[config.mk]
export PLATFORM = sky130hd
export DESIGN_NAME = tsg_ctl
export DESIGN_NICKNAME = d
export VERILOG_FILES = /design/src/core/tsg_pkg.sv /design/src/core/tsg_ctl.sv
export SDC_FILE = /design/constraint.sdc
export NUM_CORES = 1
export LEC_CHECK = 0
export ABC_CLOCK_PERIOD_IN_PS = 3500
export BUFFER_PORTS_ARGS = -buffer_cell sky130_fd_sc_hd__clkbuf_2
export CAP_MARGIN = 25
export CELL_PAD_IN_SITES_DETAIL_PLACEMENT = 0
export CELL_PAD_IN_SITES_GLOBAL_PLACEMENT = 2
export CORE_AREA = 4 4 120 122
export CTS_CLUSTER_SIZE = 25
export DETAILED_ROUTE_END_ITERATION = 10
export DIE_AREA = 0 0 124 126
export PLACE_DENSITY_LB_ADDON = 0.1
export SYNTH_ARGS = -nofsm -noshare
export SYNTH_HDL_FRONTEND = slang
export SYNTH_SLANG_ARGS = --single-unit
[constraint.sdc]
create_clock -name pclk -period 3.5 [get_ports pclk]
set_input_delay 0.175 -clock pclk [delete_from_list [all_inputs] [get_ports pclk]]
set_output_delay 0.175 -clock pclk [all_outputs]
set_load 0.02 [all_outputs]
[src/core/tsg_pkg.sv]
// Operation
// RULE1: Gate check one passes only when current privilege <= gate descriptor privilege.
// RULE2: Gate check two passes only when requested privilege <= gate descriptor privilege.
// RULE3: Through a task gate the target descriptor privilege is never read or compared.
// RULE4: Any failing gate check denies entry; both must pass.
// RULE5: In long mode any task-gate transfer raises a protection fault.
// RULE6: Far jump leaves nested flag and link field unchanged in both tasks.
// RULE7: Call, interrupts, exceptions set new nested flag and link old selector.
// RULE8: Interrupt return switches only with nested flag set, target from link field.
// RULE9: Interrupt-return switch clears the outgoing task's nested flag.
// RULE10: Busy indicator is bit 9 of the descriptor word at byte +4.
// RULE11: Far jump clears outgoing busy and sets incoming busy.
// RULE12: Far jump to an already busy task raises a protection fault.
// RULE13: Call-type switches set incoming busy; outgoing busy stays set.
// RULE14: Call-type switch to an already busy task raises a protection fault.
// RULE15: Interrupt return clears outgoing busy; incoming busy untouched.
// RULE16: Failed privilege check abandons the switch unmodified and faults.
// RULE17: Interrupt and exception switches through a gate skip the gate privilege check.
package tsg_pkg;

    localparam logic [2:0] TSG_BUSY_BIT = 3'h1;
    localparam logic [2:0] TSG_DESC_HI_BYTE = 3'h4;
    localparam logic [3:0] TSG_BUSY_POS = 4'h9;
    localparam logic [1:0] TSG_PL_RESET = 2'h0;

    localparam logic [11:0] TSG_ADDR_CTRL = 12'h000;
    localparam logic [11:0] TSG_ADDR_STATE = 12'h004;
    localparam logic [11:0] TSG_ADDR_RESULT = 12'h008;
    localparam logic [11:0] TSG_ADDR_IRQ_STAT = 12'h00C;
    localparam logic [11:0] TSG_ADDR_IRQ_EN = 12'h010;
    localparam logic [11:0] TSG_ADDR_IRQ_CLR = 12'h014;
    localparam logic [11:0] TSG_ADDR_CMD = 12'h018;

    localparam int TSG_IRQ_DONE = 0;
    localparam int TSG_IRQ_FAULT = 1;
    localparam int TSG_IRQ_NOSW = 2;

    typedef enum logic [2:0]
    {
        TSG_OP_JUMP,
        TSG_OP_CALL,
        TSG_OP_SWINT,
        TSG_OP_HWINT,
        TSG_OP_EXCEPT,
        TSG_OP_INTERRUPT_RETURN_OP
    } tsg_op_t;

    typedef enum logic [1:0]
    {
        TSG_RES_NONE,
        TSG_RES_SWITCHED,
        TSG_RES_FAULT,
        TSG_RES_NOSWITCH
    } tsg_res_t;

    // Switch request as written by software
    typedef struct packed
    {
        tsg_op_t op;
        logic via_gate;
        logic [1:0] gate_dpl;
        logic [1:0] requested_privilege_level;
        logic [1:0] tss_dpl;
        logic target_busy;
        logic [15:0] target_sel;
    } tsg_req_t;

    // Bookkeeping effects of one switch
    typedef struct packed
    {
        logic old_nt_clr;
        logic new_nt_set;
        logic new_link_wr;
        logic old_busy_clr;
        logic new_busy_set;
        logic [15:0] link_sel;
        logic [15:0] new_sel;
    } tsg_eff_t;

endpackage : tsg_pkg

[src/core/tsg_ctl.sv]
`timescale 1ns/1ps
module tsg_ctl
    import tsg_pkg::*;
(
    input wire logic pclk, // 40 MHz clock
    input wire logic presetn, // Async reset, active low
    input wire logic psel, // APB select
    input wire logic penable, // APB enable
    input wire logic pwrite, // APB direction
    input wire logic [11:0] paddr, // APB byte address
    input wire logic [31:0] pwdata, // APB write data
    output logic [31:0] prdata, // APB read data
    output logic pready, // APB ready
    output logic pslverr, // APB error
    output logic irq // Level interrupt
);

    logic wr_en;
    logic rd_en;
    tsg_req_t req_q;
    logic long_mode_q;
    logic [1:0] cpl_q;
    logic nt_q;
    logic [15:0] cur_sel_q;
    logic [15:0] link_q;
    tsg_res_t res_q;
    tsg_eff_t eff_q;
    logic [2:0] irq_stat_q;
    logic [2:0] irq_en_q;
    logic go;
    logic addr_ok;

    assign wr_en = psel && penable && pwrite;
    assign rd_en = psel && penable && !pwrite;
    assign pready = 1'b1;
    assign addr_ok = paddr == TSG_ADDR_CTRL || paddr == TSG_ADDR_STATE
        || paddr == TSG_ADDR_RESULT || paddr == TSG_ADDR_IRQ_STAT
        || paddr == TSG_ADDR_IRQ_EN || paddr == TSG_ADDR_IRQ_CLR
        || paddr == TSG_ADDR_CMD;
    assign pslverr = psel && penable && !addr_ok;
    assign go = wr_en && paddr == TSG_ADDR_CMD && pwdata[0];

    // Decision logic
    logic is_gate_op;
    logic is_nest_op;
    logic gate_chk1;
    logic gate_chk2;
    logic tss_chk;
    logic priv_ok;
    logic fault;
    logic noswitch;
    tsg_eff_t eff_d;

    assign is_nest_op = req_q.op inside {TSG_OP_CALL, TSG_OP_SWINT, TSG_OP_HWINT,
        TSG_OP_EXCEPT};
    assign is_gate_op = req_q.via_gate && req_q.op != TSG_OP_INTERRUPT_RETURN_OP;
    assign gate_chk1 = cpl_q <= req_q.gate_dpl; // RULE1
    assign gate_chk2 = req_q.requested_privilege_level <= req_q.gate_dpl; // RULE2
    assign tss_chk = cpl_q <= req_q.tss_dpl && req_q.requested_privilege_level <= req_q.tss_dpl;

    always_comb
    begin
        priv_ok = 1'b1;
        if (req_q.op == TSG_OP_INTERRUPT_RETURN_OP)
        begin
            priv_ok = 1'b1;
        end
        else if (req_q.op inside {TSG_OP_SWINT, TSG_OP_HWINT, TSG_OP_EXCEPT})
        begin
            priv_ok = 1'b1; // RULE17
        end
        else if (req_q.via_gate)
        begin
            priv_ok = gate_chk1 && gate_chk2; // RULE3 RULE4
        end
        else
        begin
            priv_ok = tss_chk;
        end
    end

    always_comb
    begin
        noswitch = req_q.op == TSG_OP_INTERRUPT_RETURN_OP && !nt_q; // RULE8
        fault = 1'b0;
        if (long_mode_q && is_gate_op)
        begin
            fault = 1'b1; // RULE5
        end
        else if (!noswitch && !priv_ok)
        begin
            fault = 1'b1; // RULE16
        end
        else if (req_q.op == TSG_OP_JUMP && req_q.target_busy)
        begin
            fault = 1'b1; // RULE12
        end
        else if (is_nest_op && req_q.target_busy)
        begin
            fault = 1'b1; // RULE14
        end
    end

    always_comb
    begin
        eff_d = '0;
        eff_d.link_sel = cur_sel_q;
        eff_d.new_sel = req_q.target_sel;
        unique case (req_q.op)
            TSG_OP_JUMP:
            begin
                eff_d.old_busy_clr = 1'b1; // RULE11
                eff_d.new_busy_set = 1'b1; // RULE11
            end
            TSG_OP_INTERRUPT_RETURN_OP:
            begin
                eff_d.new_sel = link_q; // RULE8
                eff_d.old_nt_clr = 1'b1; // RULE9
                eff_d.old_busy_clr = 1'b1; // RULE15
            end
            default:
            begin
                eff_d.new_nt_set = 1'b1; // RULE7
                eff_d.new_link_wr = 1'b1; // RULE7
                eff_d.new_busy_set = 1'b1; // RULE13
            end
        endcase
    end

    // Software-written request and mode
    always_ff @(posedge pclk or negedge presetn)
    begin
        if (!presetn)
        begin
            req_q <= '0;
            long_mode_q <= 1'b0;
            cpl_q <= TSG_PL_RESET;
        end
        else if (wr_en && paddr == TSG_ADDR_CTRL)
        begin
            req_q <= tsg_req_t'(pwdata[26:0]);
            long_mode_q <= pwdata[30];
        end
        else if (wr_en && paddr == TSG_ADDR_STATE)
        begin
            cpl_q <= pwdata[17:16];
        end
    end

    // Current task state; a fault leaves it untouched
    always_ff @(posedge pclk or negedge presetn)
    begin
        if (!presetn)
        begin
            nt_q <= 1'b0;
            cur_sel_q <= '0;
            link_q <= '0;
        end
        else if (go && !fault && !noswitch)
        begin
            cur_sel_q <= eff_d.new_sel;
            if (eff_d.new_nt_set)
            begin
                nt_q <= 1'b1; // RULE7
                link_q <= cur_sel_q; // RULE7
            end
            else if (eff_d.old_nt_clr)
            begin
                nt_q <= 1'b0; // RULE9
            end
            // Jump keeps flag and link as they stand RULE6
        end
        else if (wr_en && paddr == TSG_ADDR_STATE)
        begin
            nt_q <= pwdata[18];
            cur_sel_q <= pwdata[15:0];
            link_q <= pwdata[31:19] == '0 ? link_q : link_q;
        end
    end

    always_ff @(posedge pclk or negedge presetn)
    begin
        if (!presetn)
        begin
            res_q <= TSG_RES_NONE;
            eff_q <= '0;
        end
        else if (go)
        begin
            res_q <= fault ? TSG_RES_FAULT : (noswitch ? TSG_RES_NOSWITCH : TSG_RES_SWITCHED);
            eff_q <= (fault || noswitch) ? '0 : eff_d; // RULE16
        end
    end

    // Interrupt status: set wins over clear
    logic [2:0] ev;
    assign ev = {go && noswitch && !fault, go && fault, go && !fault && !noswitch};

    always_ff @(posedge pclk or negedge presetn)
    begin
        if (!presetn)
        begin
            irq_stat_q <= '0;
            irq_en_q <= '0;
        end
        else
        begin
            if (wr_en && paddr == TSG_ADDR_IRQ_EN)
            begin
                irq_en_q <= pwdata[2:0];
            end
            irq_stat_q <= (irq_stat_q & ~((wr_en && paddr == TSG_ADDR_IRQ_CLR) ?
                pwdata[2:0] : 3'h0)) | ev;
        end
    end

    assign irq = |(irq_stat_q & irq_en_q);

    always_comb
    begin
        prdata = '0;
        if (rd_en && addr_ok)
        begin
            unique case (paddr)
                TSG_ADDR_CTRL: prdata = {1'b0, long_mode_q, 30'(req_q)};
                TSG_ADDR_STATE: prdata = {13'h0, nt_q, cpl_q, cur_sel_q};
                TSG_ADDR_RESULT: prdata = {7'h0, res_q, eff_q[36:14]};
                TSG_ADDR_IRQ_STAT: prdata = {29'h0, irq_stat_q};
                TSG_ADDR_IRQ_EN: prdata = {29'h0, irq_en_q};
                default: prdata = {16'h0, link_q}; // RULE10 busy kept by memory side
            endcase
        end
    end

endmodule : tsg_ctl

==> results.yml <==
timing:
  slew_headroom_pct: 45.7
  clock_skew_ns: 0.00560
  fin_crit_ns: 2.87
  setup_viol: 0
  fmax_mhz: 349
  tightest_slew_ns: 0.813
  finalSetupTns_ns: 0
  timing.final.crit_share_pct: 81.9
  rsz0062_at_grt: "false"
  slew_violations: 0
  finalHoldViolCount: 0
synth:
  synthArstFlopShare_pct: 100
  synth_edf_count: 0
  ys.flop_type: "dfrtp_1"
  synth_top_cell_by_area: "dfrtp_1"
  ys_top_cells_by_count: "dfrtp_1, nand2_1, mux2_2"
  synth_most_common_cell: "dfrtp_1"
  synth.distinct_cells: 43
  syn_area_sq_um: 4730
  yosysSeqAreaShare_pct: 49.2
  synth_area_leaders: "dfrtp_1, mux2_2, nand2_1, a222oi_1, mux2i_1"
  synth_cells: 439
  syn_avg_cell_area_sq_um: 10.8
  synth_top_area_share_pct: 49.2
  synth_warnings: 0
  ys_ff_latch: 93
critical_path:
  slowest_delay_ns: 0.64
  crit_chain: "clkbuf_2, nor4_2, nand2_1, nor2_1, nand2_1, or3_1, a31oi_1, clkbuf_2"
  crit_arrival_ns: 2.69
  critPathMaxFanout: 16
  required_ns: 3.32
  cp-start-kind: "input port"
  worstSetupPathDepth: 8
  end_kind: "primary output"
  rrSetupSlack_ns: 0.80
  crit_buf_inv: 2
  critPathSlowestCell: "or3_1"
  path_class: "in -> out"
  reg2reg_depth: 8
  crit_family: "simple AND/OR/NAND/NOR gates"
clock_tree:
  cts_max_level: 3
  cts_buffer_depth: 2
  clk_latency_ns: 0.34
  post_cts_buffers: 0
  cts_resized: 0
  cts_tree: "done"
  cts_hold_buf: 1
  path_clk_slew_ns: 0.07
  clock-root-buffer: "clkbuf_16"
  clock_sinks: 93
  cts_made_buffers: 9
final_layout:
  drive_above_1_share_pct: 30.8
  finalNonFillerCells: 692
  nets: 568
  areaGrowthSynthToFinish_pct: 18.6
  diodes: 0
outcome:
  status: "finished, final reports clean"
floorplan:
  coreArea_sq_um: 13200
  die_w_microns: 124
  dieArea_sq_um: 15600
  die_h_microns: 126
  rows: 42
  io_pins: 84
  start_util_pct: 35.9
flow_run:
  maxCapViolations: 0
pwr:
  leakagePower_nw: 2.86
  ir_drop_v: 0.000194
  pwr_density_cell_nw_per_um2: 378
global_routing:
  antenna_found_initial: 0
  track_usage_pct: 18.3
  overflow: 0
  grt_pass1_wl_mm: 22.1
  grt_max_degree: 39
  grt_pass1_vias: 4033
placed_design:
  place_inst: 675
  port_buffers: 74
  gp_congestion: 0.761
  dpl.hpwl_mm: 8.87
detailed_routing:
  viasPerCell: 5.43
  remaining_drc_errors: 0
  routedWlPerCell_microns: 19.7
  final_antenna_net_count: 0
  first_iter_violations: 272
  dr.pass1.iters: 5
  dr_total_vias: 3760
  totalWireLength_mm: 13.6
hold_path:
  worstHoldPathCells: 2
  hold_path_class: "in -> reg"
layer usage:
layer / vias to the layer above / track usage, % / routed length, microns / share of wire, %
met4: 0 / 6.89 / 271 / 2.0
met5: - / 0 / 0 / 0
met3: 19 / 2.96 / 769 / 5.6
met1: 1866 / 24.4 / 6140 / 45
met2: 112 / 29.6 / 6460 / 47
li1: 1763 / - / - / -
area by class of cell:
class | instances | area [sq um]
fill | 1298 | 7580
sequential | 93 | 2330
multi-input combinational | 312 | 2270
timing repair buffer | 88 | 480
clock buffer | 16 | 292
tap | 176 | 220
inverter | 7 | 26.3
flip-flops by register name, indices dropped and copies added, names as in the netlist:
register,flops
cpl_q,2
cur_sel_q,16
eff_q,22
irq_en_q,3
irq_stat_q,3
link_q,16
long_mode_q,1
nt_q,1
req_q,27
res_q,2
cell usage in the layout (no fill, tap or decap), types with 15 or more instances in the layout:
cell type / instances
a21oi_1: 19
nand2_1: 67
a222oi_1: 20
o21ai_0: 15
dfrtp_1: 93
nor2_1: 17
mux2_2: 50
mux2i_1: 17
a22o_1: 19
clkbuf_2: 73
power breakdown:
group	switching, mW	internal [mW]
registers	0.000763	1.08
clock network	0.405	0.561
logic	0.0526	0.0254
total	0.458	1.66
final timing paths:
| path | endpoint | startpoint |
|---|---|---|
| worst max-delay path | prdata[0] | paddr[9] |
| worst min-delay path | req_q[22]$_DFFE_PN0P_ | pwdata[22] |
| worst max register to register | cur_sel_q[4]$_DFFE_PN0P_ | req_q[18]$_DFFE_PN0P_ |
| worst min register to register | eff_q[32]$_DFFE_PN0P_ | eff_q[32]$_DFFE_PN0P_ |
| max in group asynchronous | req_q[0]$_DFFE_PN0P_ | presetn |
| min in group asynchronous | cur_sel_q[10]$_DFFE_PN0P_ | presetn |
through the flow:
stage | total power [mW] | hold WS [ns] | worst slack [ns] | cell area [sq um] | utilization, %
floorplan | 1.12 | -0.121 | 0.938 | 4740 | -
global placement | 1.17 | 0.181 | 0.587 | 5310 | 40.3
detailed placement | 1.18 | 0.187 | 0.574 | 5310 | 40.3
CTS | 2.15 | 0.0465 | 0.609 | 5610 | 42.6
global route | 2.21 | 0.0576 | 0.507 | 5610 | 42.6
finish | 2.12 | 0.0589 | 0.634 | 5610 | 42.6
cells by family after synthesis:
logic type	share of synthesized area [%]
muxes	15.5
adders and majority gates	2.12
and+or+nand+nor	12.0
DFF	49.2
xor gates and xnor gates	0.185
buffers and inverters	3.46
AOI/OAI and AO/OA	17.5
other	0.159
(Power assumes the default switching activity.)
